[src/hdl/smr_pkg.sv]
// Purpose: Constants and types for the serial master with rate select.
// Assumes: APB slave, 32-bit words, one clock at 40 MHz.
// Notes: Pin vectors index slave select, input data, output data, clock.
//
// Operation
// Master select bit makes device link master.
// Only a master starts any transfer.
// Transmit data write begins a new transfer.
// Idle shifter loads at once, sets empty flag.
// Byte shifts out on output data pin.
// Rate bits pick divisor 2, 8, 32, 128.
// Serial clock equals base clock over twice divisor.
// Rate bits ignored while configured as slave.
// Reset clears both rate select bits.
// Software sets role before enabling interface.
// Enable master interface before slave interface.
// Disable slave interface before master interface.
// Disabled interface returns its pins to port use.
// Slave select pin free when disabled or master.
// Port direction never overrides owned pins.
// Eight serial clocks per byte, full duplex.
// Write while busy clears the empty flag.

package smr_pkg;

	// ----------------------------------------------------------------
	// Register map
	// ----------------------------------------------------------------
	localparam logic [7:0] ADDR_CTRL     = 8'h00;
	localparam logic [7:0] ADDR_TXDATA   = 8'h04;
	localparam logic [7:0] ADDR_RXDATA   = 8'h08;
	localparam logic [7:0] ADDR_STATUS   = 8'h0c;
	localparam logic [7:0] ADDR_IRQ_STAT = 8'h10;
	localparam logic [7:0] ADDR_IRQ_MASK = 8'h14;
	localparam logic [7:0] ADDR_PORT_DIR = 8'h18;
	localparam logic [7:0] ADDR_PORT_OUT = 8'h1c;
	localparam logic [7:0] ADDR_PORT_IN  = 8'h20;

	// ----------------------------------------------------------------
	// Fields and reset values
	// ----------------------------------------------------------------
	localparam int         BYTE_W      = 8;
	localparam int         NPINS       = 4;
	localparam int         PIN_SS      = 0;
	localparam int         PIN_MISO    = 1;
	localparam int         PIN_MOSI    = 2;
	localparam int         PIN_SCK     = 3;
	localparam int         IRQ_W       = 2;
	localparam int         IRQ_TXE     = 0;
	localparam int         IRQ_DONE    = 1;
	localparam logic [3:0] CTRL_RESET  = 4'h0;
	localparam logic [3:0] LAST_HALF   = 4'hf;
	localparam logic [7:0] DIV_SEL0    = 8'h02;
	localparam logic [7:0] DIV_SEL1    = 8'h08;
	localparam logic [7:0] DIV_SEL2    = 8'h20;
	localparam logic [7:0] DIV_SEL3    = 8'h80;

	typedef struct packed {
		logic rate_select_high;
		logic rate_select_low;
		logic master_select_bit;
		logic interface_enable_bit;
	} smr_ctrl_type;

	typedef struct packed {
		logic [NPINS-1:0] o;
		logic [NPINS-1:0] oe;
	} smr_pins_type;

	// Half of a serial clock period lasts this many base clock cycles.
	function automatic logic [7:0] smr_divisor(input logic [1:0] sel);
		case (sel)
			2'b00:   smr_divisor = DIV_SEL0;
			2'b01:   smr_divisor = DIV_SEL1;
			2'b10:   smr_divisor = DIV_SEL2;
			default: smr_divisor = DIV_SEL3;
		endcase
	endfunction

endpackage

[src/hdl/smr_sync.sv]
// Purpose: Three-stage synchroniser with agreement filter for pins.
// Assumes: Inputs are asynchronous to pclk.
// Notes: A change is taken once the second and third stages agree.

`timescale 1ns/1ps

module smr_sync
	import smr_pkg::*;
#(
	parameter int W = 4
) (
	input  wire logic         pclk,
	input  wire logic         presetn,
	input  wire logic [W-1:0] d,
	output logic      [W-1:0] q
);

	if (W < 1) begin : g_chk
		$error("smr_sync needs at least one bit");
	end

	logic [W-1:0] s1;
	logic [W-1:0] s2;
	logic [W-1:0] s3;
	logic [W-1:0] agree;
	logic [W-1:0] next_q;

	assign agree  = ~(s2 ^ s3);
	assign next_q = (agree & s2) | (~agree & q);

	always_ff @(posedge pclk or negedge presetn) begin
		if (!presetn) begin
			s1 <= '0;
			s2 <= '0;
			s3 <= '0;
			q  <= '0;
		end else begin
			s1 <= d;
			s2 <= s1;
			s3 <= s2;
			q  <= next_q;
		end
	end

endmodule

[src/hdl/smr_rate_div.sv]
// Purpose: Half-period enable pulse for the serial clock.
// Assumes: Runs only while a master transfer is in progress.
// Notes: Restart aligns the first half period to the byte load.

`timescale 1ns/1ps

module smr_rate_div
	import smr_pkg::*;
#(
	parameter int CNT_W = 8
) (
	input  wire logic       pclk,
	input  wire logic       presetn,
	input  wire logic       restart,
	input  wire logic       run,
	input  wire logic [1:0] sel,
	output logic            tick
);

	if (CNT_W < 8) begin : g_chk
		$error("smr_rate_div counter too narrow for largest divisor");
	end

	logic [CNT_W-1:0] cnt;
	logic [CNT_W-1:0] limit;

	// A tick every divisor cycles gives a period of twice the divisor.
	assign limit = CNT_W'(smr_divisor(sel)) - CNT_W'(1);
	// Restart stays out of the tick so the done-to-reload path forms no loop.
	assign tick  = run && (cnt == limit);

	always_ff @(posedge pclk or negedge presetn) begin
		if (!presetn) begin
			cnt <= '0;
		end else if (restart || !run || tick) begin
			cnt <= '0;
		end else begin
			cnt <= cnt + CNT_W'(1);
		end
	end

endmodule

[src/hdl/smr_spi_master.sv]
// Purpose: Serial master with four rates, APB registers and port sharing.
// Assumes: Zero-wait APB slave; base clock is pclk.
// Notes: Slave mode only presents transmit data; it does not shift.
//
// Chosen here: the placing of the registers and the APB slave port.

`timescale 1ns/1ps

module smr_spi_master
	import smr_pkg::*;
(
	input  wire logic             pclk,
	input  wire logic             presetn,
	input  wire logic             psel,
	input  wire logic             penable,
	input  wire logic             pwrite,
	input  wire logic [7:0]       paddr,
	input  wire logic [31:0]      pwdata,
	output logic      [31:0]      prdata,
	output logic                  pready,
	output logic                  pslverr,
	input  wire logic [NPINS-1:0] pin_in,
	output smr_pins_type          pins,
	output logic                  irq
);

	// ----------------------------------------------------------------
	// Declarations
	// ----------------------------------------------------------------
	smr_ctrl_type     ctrl;
	smr_pins_type     next_pins;
	logic [NPINS-1:0] port_dir;
	logic [NPINS-1:0] port_out;
	logic [NPINS-1:0] pin_s;
	logic [IRQ_W-1:0] irq_stat;
	logic [IRQ_W-1:0] irq_mask;
	logic [IRQ_W-1:0] irq_set;
	logic [BYTE_W-1:0] txdata;
	logic [BYTE_W-1:0] shift;
	logic [BYTE_W-1:0] rxsh;
	logic [BYTE_W-1:0] rxdata;
	logic [BYTE_W-1:0] load_data;
	logic [3:0]       half;
	logic             txe_flag;
	logic             busy;
	logic             sck;
	logic             tick;
	logic             en;
	logic             master;
	logic             setup;
	logic             wr;
	logic             tx_wr;
	logic             start_now;
	logic             load_pend;
	logic             load;
	logic             done;
	logic             rise;
	logic             fall;
	logic [31:0]      rd_val;
	logic [NPINS-1:0] own;
	logic [NPINS-1:0] spi_o;
	logic [NPINS-1:0] spi_oe;

	function automatic logic addr_hit(input logic [7:0] a);
		case (a)
			ADDR_CTRL, ADDR_TXDATA, ADDR_RXDATA, ADDR_STATUS,
			ADDR_IRQ_STAT, ADDR_IRQ_MASK, ADDR_PORT_DIR,
			ADDR_PORT_OUT, ADDR_PORT_IN: addr_hit = 1'b1;
			default:                     addr_hit = 1'b0;
		endcase
	endfunction

	function automatic logic wr_to(input logic [7:0] a, input logic w, input logic [7:0] r);
		wr_to = w && (a == r);
	endfunction

	// ----------------------------------------------------------------
	// Bus decode
	// ----------------------------------------------------------------
	assign setup  = psel && !penable;
	assign pready = psel && penable;
	assign wr     = psel && penable && pwrite;
	assign tx_wr  = wr_to(paddr, wr, ADDR_TXDATA);

	always_comb begin
		rd_val = '0;
		case (paddr)
			ADDR_CTRL:     rd_val[3:0] = ctrl;
			ADDR_TXDATA:   rd_val[BYTE_W-1:0] = txdata;
			ADDR_RXDATA:   rd_val[BYTE_W-1:0] = rxdata;
			ADDR_STATUS:   rd_val[1:0] = {busy, txe_flag};
			ADDR_IRQ_STAT: rd_val[IRQ_W-1:0] = irq_stat;
			ADDR_IRQ_MASK: rd_val[IRQ_W-1:0] = irq_mask;
			ADDR_PORT_DIR: rd_val[NPINS-1:0] = port_dir;
			ADDR_PORT_OUT: rd_val[NPINS-1:0] = port_out;
			// Direction picks latch or pin even for pins the link owns.
			ADDR_PORT_IN:  rd_val[NPINS-1:0] = (port_dir & port_out) | (~port_dir & pin_s);
			default:       rd_val = '0;
		endcase
	end

	// Read data is caught in the setup cycle so it stands all access long.
	always_ff @(posedge pclk or negedge presetn) begin
		if (!presetn) begin
			prdata  <= '0;
			pslverr <= 1'b0;
		end else if (setup) begin
			prdata  <= pwrite ? 32'h0000_0000 : rd_val;
			pslverr <= !addr_hit(paddr);
		end
	end

	// ----------------------------------------------------------------
	// Software registers
	// ----------------------------------------------------------------
	always_ff @(posedge pclk or negedge presetn) begin
		if (!presetn) begin
			ctrl <= CTRL_RESET;
		end else if (wr_to(paddr, wr, ADDR_CTRL)) begin
			ctrl <= pwdata[3:0];
		end
	end

	always_ff @(posedge pclk or negedge presetn) begin
		if (!presetn) begin
			port_dir <= '0;
			port_out <= '0;
			irq_mask <= '0;
		end else begin
			if (wr_to(paddr, wr, ADDR_PORT_DIR)) port_dir <= pwdata[NPINS-1:0];
			if (wr_to(paddr, wr, ADDR_PORT_OUT)) port_out <= pwdata[NPINS-1:0];
			if (wr_to(paddr, wr, ADDR_IRQ_MASK)) irq_mask <= pwdata[IRQ_W-1:0];
		end
	end

	// ----------------------------------------------------------------
	// Transfer control
	// ----------------------------------------------------------------
	assign en     = ctrl.interface_enable_bit;
	assign master = en && ctrl.master_select_bit;
	assign rise   = tick && !half[0];
	assign fall   = tick && half[0];
	assign done   = busy && fall && (half == LAST_HALF);
	// A write in the last edge's cycle with nothing queued starts at once.
	assign start_now = tx_wr && master && (!busy || (done && txe_flag));
	assign load_pend = done && !txe_flag && master;
	assign load      = start_now || load_pend;
	assign load_data = start_now ? pwdata[BYTE_W-1:0] : txdata;
	assign irq_set   = {done, load};

	always_ff @(posedge pclk or negedge presetn) begin
		if (!presetn) begin
			txdata <= '0;
		end else if (tx_wr) begin
			txdata <= pwdata[BYTE_W-1:0];
		end
	end

	always_ff @(posedge pclk or negedge presetn) begin
		if (!presetn) begin
			txe_flag <= 1'b1;
		end else if (start_now || !master) begin
			txe_flag <= 1'b1;
		end else if (tx_wr && busy) begin
			txe_flag <= 1'b0;
		end else if (load_pend) begin
			txe_flag <= 1'b1;
		end
	end

	// Dropping the master role aborts the byte so no stray clocks remain.
	always_ff @(posedge pclk or negedge presetn) begin
		if (!presetn) begin
			busy <= 1'b0;
			half <= '0;
			sck  <= 1'b0;
		end else if (!master) begin
			busy <= 1'b0;
			half <= '0;
			sck  <= 1'b0;
		end else if (load) begin
			busy <= 1'b1;
			half <= '0;
			sck  <= 1'b0;
		end else if (tick) begin
			busy <= !done;
			half <= half + 4'h1;
			sck  <= !half[0];
		end
	end

	always_ff @(posedge pclk or negedge presetn) begin
		if (!presetn) begin
			shift <= '0;
			rxsh  <= '0;
		end else if (load) begin
			shift <= load_data;
			rxsh  <= '0;
		end else if (fall) begin
			shift <= {shift[BYTE_W-2:0], 1'b0};
			rxsh  <= {rxsh[BYTE_W-2:0], pin_s[PIN_MISO]};
		end
	end

	always_ff @(posedge pclk or negedge presetn) begin
		if (!presetn) begin
			rxdata <= '0;
		end else if (done) begin
			rxdata <= {rxsh[BYTE_W-2:0], pin_s[PIN_MISO]};
		end
	end

	// ----------------------------------------------------------------
	// Interrupts
	// ----------------------------------------------------------------
	// A new event beats a clear written in the same cycle.
	always_ff @(posedge pclk or negedge presetn) begin
		if (!presetn) begin
			irq_stat <= '0;
		end else if (wr_to(paddr, wr, ADDR_IRQ_STAT)) begin
			irq_stat <= (irq_stat & ~pwdata[IRQ_W-1:0]) | irq_set;
		end else begin
			irq_stat <= irq_stat | irq_set;
		end
	end

	always_ff @(posedge pclk or negedge presetn) begin
		if (!presetn) begin
			irq <= 1'b0;
		end else begin
			irq <= |(irq_stat & irq_mask);
		end
	end

	// ----------------------------------------------------------------
	// Pin sharing
	// ----------------------------------------------------------------
	assign own[PIN_SCK]  = en;
	assign own[PIN_MOSI] = en;
	assign own[PIN_MISO] = en;
	assign own[PIN_SS]   = en && !ctrl.master_select_bit;

	assign spi_o[PIN_SCK]   = sck;
	assign spi_o[PIN_MOSI]  = shift[BYTE_W-1];
	assign spi_o[PIN_MISO]  = txdata[BYTE_W-1];
	assign spi_o[PIN_SS]    = 1'b0;
	assign spi_oe[PIN_SCK]  = master;
	assign spi_oe[PIN_MOSI] = master;
	assign spi_oe[PIN_MISO] = en && !ctrl.master_select_bit && !pin_s[PIN_SS];
	assign spi_oe[PIN_SS]   = 1'b0;

	assign next_pins.o  = (own & spi_o) | (~own & port_out);
	assign next_pins.oe = (own & spi_oe) | (~own & port_dir);

	always_ff @(posedge pclk or negedge presetn) begin
		if (!presetn) begin
			pins <= '0;
		end else begin
			pins <= next_pins;
		end
	end

	// ----------------------------------------------------------------
	// Pin input synchroniser and rate divider
	// ----------------------------------------------------------------
	smr_sync #(
		.W (NPINS)
	) u_sync (
		.pclk    (pclk),
		.presetn (presetn),
		.d       (pin_in),
		.q       (pin_s)
	);

	// The divider runs only for a master byte, so the rate bits idle in slave.
	smr_rate_div #(
		.CNT_W (8)
	) u_div (
		.pclk    (pclk),
		.presetn (presetn),
		.restart (load),
		.run     (busy),
		.sel     ({ctrl.rate_select_high, ctrl.rate_select_low}),
		.tick    (tick)
	);

	logic [3:0] rise_cnt;
	logic [7:0] gap;

	always_ff @(posedge pclk or negedge presetn) begin
		if (!presetn) begin
			rise_cnt <= '0;
			gap      <= '0;
		end else begin
			rise_cnt <= load ? 4'h0 : (rise ? rise_cnt + 4'h1 : rise_cnt);
			gap      <= (load || tick) ? 8'h00 : gap + 8'h01;
		end
	end
endmodule

[config.mk]
export PLATFORM = sky130hd
export DESIGN_NAME = smr_spi_master
export DESIGN_NICKNAME = d
export VERILOG_FILES = /design/src/hdl/smr_pkg.sv /design/src/hdl/smr_sync.sv /design/src/hdl/smr_rate_div.sv /design/src/hdl/smr_spi_master.sv
export SDC_FILE = /design/constraint.sdc
export NUM_CORES = 1
export LEC_CHECK = 0
export BUFFER_PORTS_ARGS = -buffer_cell sky130_fd_sc_hd__buf_2
export CAP_MARGIN = 20
export CORE_MARGIN = 10
export CORE_UTILIZATION = 41
export DETAILED_ROUTE_END_ITERATION = 16
export PLACE_DENSITY = 0.71
export RECOVER_POWER = 25
export SYNTH_ARGS = -nofsm -noshare
export SYNTH_HDL_FRONTEND = slang
export SYNTH_SLANG_ARGS = --single-unit
[constraint.sdc]
create_clock -name pclk -period 4.6 [get_ports pclk]
set_input_delay 1.38 -clock pclk [delete_from_list [all_inputs] [get_ports pclk]]
set_output_delay 1.38 -clock pclk [all_outputs]
set_load 0.05 [all_outputs]
==> results of run 1 <==
-- placed cells by master (no fill, tap or decap), types with 9 or more instances in the layout --
cell	n
buf_2	42
clkbuf_8	10
conb_1	24
dfrtp_1	94
inv_1	10
mux2_2	18
mux2i_1	16
nand2_1	76
nand3_1	16
nor2_1	36
o21ai_0	18
o22ai_1	9
-- per-layer routing --
metal | routed length, um | vias to the layer above | share of wire, % | global-route usage, %
met5 | 0 | - | 0 | 0
li1 | - | 1540 | - | -
met3 | 665 | 9 | 6.7 | 3.08
met4 | 99 | 0 | 0.99 | 3.81
met2 | 4690 | 91 | 47 | 21.5
met1 | 4500 | 1577 | 45 | 17.6
-- state kept, by name, indices dropped and copies added, names as in the netlist, named ones only --
name / flops
pins: 8
prdata: 8
rxdata: 8
shift: 8
txdata: 8
u_div.cnt: 8
rxsh: 7
port_dir: 4
port_out: 4
u_sync.s1: 4
u_sync.s2: 4
u_sync.s3: 4
ctrl: 3
half: 3
irq_mask: 2
irq_stat: 2
busy: 1
en: 1
irq: 1
pslverr: 1
sck: 1
txe_flag: 1
-- worst register-to-register path, stage by stage, from the launching register on --
cell and delay (ns):
dfrtp_1 0.46, or2_2 0.34, ha_1 0.31, xnor2_1 0.13, nor4_1 0.57, o2111ai_1 0.21, buf_4 0.24, a221oi_4 0.61
a2bb2oi_1 0.24, a21oi_1 0.09
-- cell type report --
class	count	area (sq um)	area share, %
multi-input combinational	313	1870	38.1
tap	136	170	3.47
inverter	10	37.5	0.766
clock inverter	5	48.8	0.996
timing repair buffer	49	255	5.21
sequential	95	2380	48.6
clock buffer	11	141	2.89
-- stage by stage --
step	cells	worst slack (ns)	cell area (sq um)	util (%)
finish	619	0.968	4900	46.8
global route	619	0.474	4900	46.8
detailed placement	603	0.602	4710	45.1
global placement	603	0.613	4710	45.1
CTS	619	0.988	4900	46.9
floorplan	456	0.968	4530	-
-- cells by family after synthesis --
logic type      share of synthesized area, %
simple gates                            17.6
xor+xnor                                2.36
compound gates                          10.0
mux                                     8.16
buf+inv                                 6.50
other cells                           0.0843
flops                                   53.5
fa+ha+maj                               1.74
-- how the worst max path moves through the flow --
stage	start	endpoint	slack, ns	cells past startpoint
2_1_floorplan	paddr[2]	shift[6]$_DFFE_PN0P_	0.97	9
3_3_place_gp	paddr[4]	shift[2]$_DFFE_PN0P_	0.61	7
3_5_place_dp	paddr[4]	shift[2]$_DFFE_PN0P_	0.60	7
4_1_cts	paddr[4]	shift[2]$_DFFE_PN0P_	0.99	7
5_1_grt	presetn	port_dir[0]$_DFFE_PN0P_	0.47	2
6_report	paddr[4]	shift[2]$_DFFE_PN0P_	0.97	7
-- power groups by stage --
stage	logic, uW	clock network, uW	registers [uW]
after floorplan	88.5	0	883
after global placement	126	0	876
after detailed placement	128	0	877
after CTS	128	547	861
after global routing	137	585	863
final	127	533	861
==> metrics.yaml, run 1 <==
status: "complete, but fails checks"
violations: "max-capacitance violations, max-slew violations"
finClkSkew_ns: 0.00861
grt_pass1_vias: 3179
p_sw_uw: 421
n_antenna_cell: 0
rsz0062_at_grt: "false"
tns_ns: 0
syn_area_sq_um: 4450
worstPathRequired_ns: 4.85
min_from: "u_sync.s1[2]$_DFF_PN0_"
port_buffers: 43
p_int_uw: 1100
irDropWorstVdd_uv: 138
cts_tree: "built"
drive_above_1_share_pct: 18.2
post_drt_wl_per_cell_um: 16.1
pwr-share-comb_pct: 8.4
cp_slowest_cell: "a221oi_4"
synth.most_common_cell: "dfrtp_1"
wirelength_um: 9960
crit_path_max_fanout: 15
io_pins: 92
start_util_pct: 42.5
worstReg2RegStart: "ctrl[3]$_DFFE_PN0P_"
reg2reg_depth: 9
cpPeakStageDelay_ns: 0.60
setup_violations: 0
synth.distinct_cells: 52
layout.nets: 530
synth_top_cell_by_area: "dfrtp_1"
viasPerCell: 5.20
fmax_mhz: 275
switching_share_pct: 27.7
async_flop_share_pct: 100
hold_viol: 0
die_area_sq_um: 15400
finalPower_uw: 1520
ys_seq_area_share_pct: 53.5
grt_pass1_wl_um: 16300
hold_slack_ns: 0.354
r2r_slack_ns: 1.30
yosysWarningCount: 0
path_class: "in -> reg"
start_kind: "primary input"
maxSlewViolCount: 34
gr-total-overflow: 0
clk_latency_ns: 0.36
holdCritPathClass: "reg -> reg"
finalCriticalPeriod_ns: 3.63
synth_top_area_share_pct: 52.9
synth_edf_count: 0
avgSynthCellArea_sq_um: 10.3
grt_max_degree: 39
whs_endpoint: "u_sync.s2[2]$_DFF_PN0_"
htree_levels: 3
powerDensity_nw_per_um2: 311
cp.arrival_ns: 3.88
drt_pass1_iterations: 5
rows: 37
place_hpwl_um: 7490
clk_pin_slew_worst_paths_ns: 0.09
die_w_um: 124
synthCells: 433
numCtsBuffers: 9
crit_family: "simple AND/OR/NAND/NOR gates"
hold_buffers: 0
maxCapViolations: 1
holdPathStages: 0
path_buf_inv: 1
ys.flop_type: "dfrtp_1"
postCtsSetupRepairBufs: 0
place_congestion: 0.905
first_iter_violations: 186
track_usage_pct: 13.4
yosys-top-cells-count: "dfrtp_1 (94), nand2_1 (76), nor2_1 (36), buf_4 (24)"
routed-via-count: 3217
remaining_drc_errors: 0
clockPowerShare_pct: 35.1
antenna_found_initial: 0
cts_num_sinks: 95
nFillCells: 1009
syn_to_final_growth_pct: 10.1
ys_ff_latch: 95
ctsResizeCount: 0
seqPwrFrac_pct: 56.6
crit_chain: "buf_2, or4_4, or3_1, or3_4, a221oi_4, a2bb2oi_1, a21oi_1"
antenna_left: 0
cts_root_buffer: "clkbuf_8"
core_area_sq_um: 10500
end_kind: "flip-flop"
worst_pin_slew_ns: 1.73
die_y_um: 124
p_leak_uw: 0.00233
reg2reg_to: "shift[2]$_DFFE_PN0P_"
synthTopCellsByArea: "dfrtp_1 (53%), nand2_1 (6.4%), mux2_2 (4.6%)"
fin_crit_sh_pct: 78.9
clock_path_buffers: 2
relSlewSlack_pct: -15.3
(Power assumes the default switching activity.)
==> run 2, diff against run 1 <==
==> constraint.sdc (replaced) <==
create_clock -name pclk -period 3.4 [get_ports pclk]
set_input_delay 1.02 -clock pclk [delete_from_list [all_inputs] [get_ports pclk]]
set_output_delay 1.02 -clock pclk [all_outputs]
set_load 0.05 [all_outputs]
==> run 2 against run 1 <==
Compared with the run above:
- design area grew 1.4%
- hold slack hardly changed
- clock-buffer cell count decreased by 2
- register-to-register slack got worse by 0.83 ns
- the run now ends clean
- global-route usage grew 0.54 points
==> metrics.yaml, run 2 (same netlist as run 1, synthesis figures left out) <==
die_y_um: 124  # unchanged
clock_path_buffers: 2  # unchanged
cts_num_sinks: 95  # unchanged
htree_levels: 3  # unchanged
maxCapViolations: 0  # -1
start_kind: "primary input"
grt_pass1_wl_um: 16700  # +2.8%
cts_root_buffer: "clkbuf_8"
relSlewSlack_pct: 7.09  # +22 points
fmax_mhz: 338
cp.arrival_ns: 3.21  # -0.67 ns
ctsResizeCount: 0  # unchanged
powerDensity_nw_per_um2: 411  # +32%
fin_crit_sh_pct: 86.9
place_congestion: 0.893  # -1.3%
finalCriticalPeriod_ns: 2.96
n_antenna_cell: 0  # unchanged
wirelength_um: 10000  # +0.34%
worst_pin_slew_ns: 1.39  # -0.336 ns
cts_tree: "built"
drt_pass1_iterations: 4  # -1
numCtsBuffers: 9  # unchanged
hold_buffers: 0  # unchanged
drive_above_1_share_pct: 20.0  # +1.7 points
cpPeakStageDelay_ns: 0.57  # -0.03 ns
track_usage_pct: 13.9  # +0.54 points
die_area_sq_um: 15400  # unchanged
place_hpwl_um: 7650  # +2.1%
maxSlewViolCount: 0  # -100%
reg2reg_depth: 10  # +1
rows: 37  # unchanged
viasPerCell: 5.15  # -1.0%
seq_area_sq_um: 2380  # unchanged
crit_chain: "buf_2, or4_4, or3_1, or3_4, a221oi_4, o21bai_1, a31oi_1"
cp_slowest_cell: "or4_4"
hold_viol: 0  # unchanged
worstPathRequired_ns: 3.66  # -1.19 ns
p_leak_uw: 0.00238  # +2.1%
first_iter_violations: 186  # unchanged
postCtsSetupRepairBufs: 0  # unchanged
gr-total-overflow: 0  # unchanged
antenna_left: 0  # unchanged
nFillCells: 1009  # unchanged
grt_max_degree: 56  # +44%
holdCritPathClass: "reg -> reg"
post_drt_wl_per_cell_um: 15.9  # -0.94%
multi_input_area_sq_um: 1870  # unchanged
io_pins: 92  # unchanged
crit_path_max_fanout: 9  # -6
antenna_found_initial: 0  # unchanged
clk_pin_slew_worst_paths_ns: 0.09  # about the same
status: "completed"
setup_violations: 0  # unchanged
holdPathStages: 0  # unchanged
core_area_sq_um: 10500  # unchanged
end_kind: "flip-flop"
die_w_um: 124  # unchanged
routed-via-count: 3226  # +0.28%
syn_to_final_growth_pct: 11.7
layout_commonest_cell: "dfrtp_1"
finClkSkew_ns: 0.00955  # +0.000936 ns
most-common-layout-cells: "dfrtp_1 (94), nand2_1 (76), buf_2 (42)"
start_util_pct: 42.5  # unchanged
clk_latency_ns: 0.37  # about the same
layout.nets: 539  # +1.7%
rsz0062_at_grt: "false"
port_buffers: 43  # unchanged
tns_ns: 0  # unchanged
irDropWorstVdd_uv: 267  # +93%
final_cell_count_no_fill: 627  # +1.3%
path_class: "in -> reg"
grt_pass1_vias: 3284  # +3.3%
remaining_drc_errors: 0  # unchanged
dp_cells: 612  # +1.5%
-- run 2: final cells by class --
| cell class | instances | share of cell area (%) |
|---|---|---|
| Inverter | 10 | 0.756 |
| Timing Repair Buffer | 58 | 6.78 |
| Clock buffer | 9 | 2.49 |
| Clock inverter | 6 | 1.08 |
| Tap cell | 136 | 3.43 |
| Sequential cell | 95 | 47.9 |
| Multi-Input combinational cell | 313 | 37.6 |
-- run 2: worst max-delay path, delay by kind of cell --
| kind | cells | cell delay [ns] |
|---|---|---|
| simple gates | 3 | 1.35 |
| buf+inv | 1 | 0.11 |
| compound gates | 3 | 0.73 |
-- run 2: power breakdown --
group,internal [uW],switching (uW)
logic,39.5,139
clock network,277,421
registers,1150,14.4
-- run 2: metrics by stage --
step	hold WS, ns	cell area, sq um	utilization, %	power (uW)	setup slack (ns)
CTS	0.355	4970	47.5	2070	0.450
finish	0.354	4970	47.5	2040	0.444
floorplan	0.331	4530	-	1310	0.128
global route	0.368	4970	47.5	2130	0.271
global placement	0.333	4790	45.8	1360	0.0374
detailed placement	0.335	4790	45.8	1370	0.0638
-- run 2: final timing paths --
| path | from | slack, ns | endpoint |
|---|---|---|---|
| worst min-delay path | u_sync.s1[0]$_DFF_PN0_ | 0.35 | u_sync.s2[0]$_DFF_PN0_ |
| min in group asynchronous | presetn | 0.96 | half[3]$_DFFE_PN0P_ |
| worst max-delay path | paddr[5] | 0.44 | shift[4]$_DFFE_PN0P_ |
| max in group asynchronous | presetn | 1.59 | u_sync.s2[0]$_DFF_PN0_ |
| worst min register to register | u_sync.s1[0]$_DFF_PN0_ | 0.35 | u_sync.s2[0]$_DFF_PN0_ |
| worst max register to register | ctrl[3]$_DFFE_PN0P_ | 0.47 | shift[2]$_DFFE_PN0P_ |
-- run 2: metal layers --
layer,GRT usage [%],wire length (um),up-vias
met1,18.3,4460,1570
met3,3.76,668,13
met5,0,0,-
met2,21.7,4710,75
li1,-,-,1568
met4,4.68,155,0
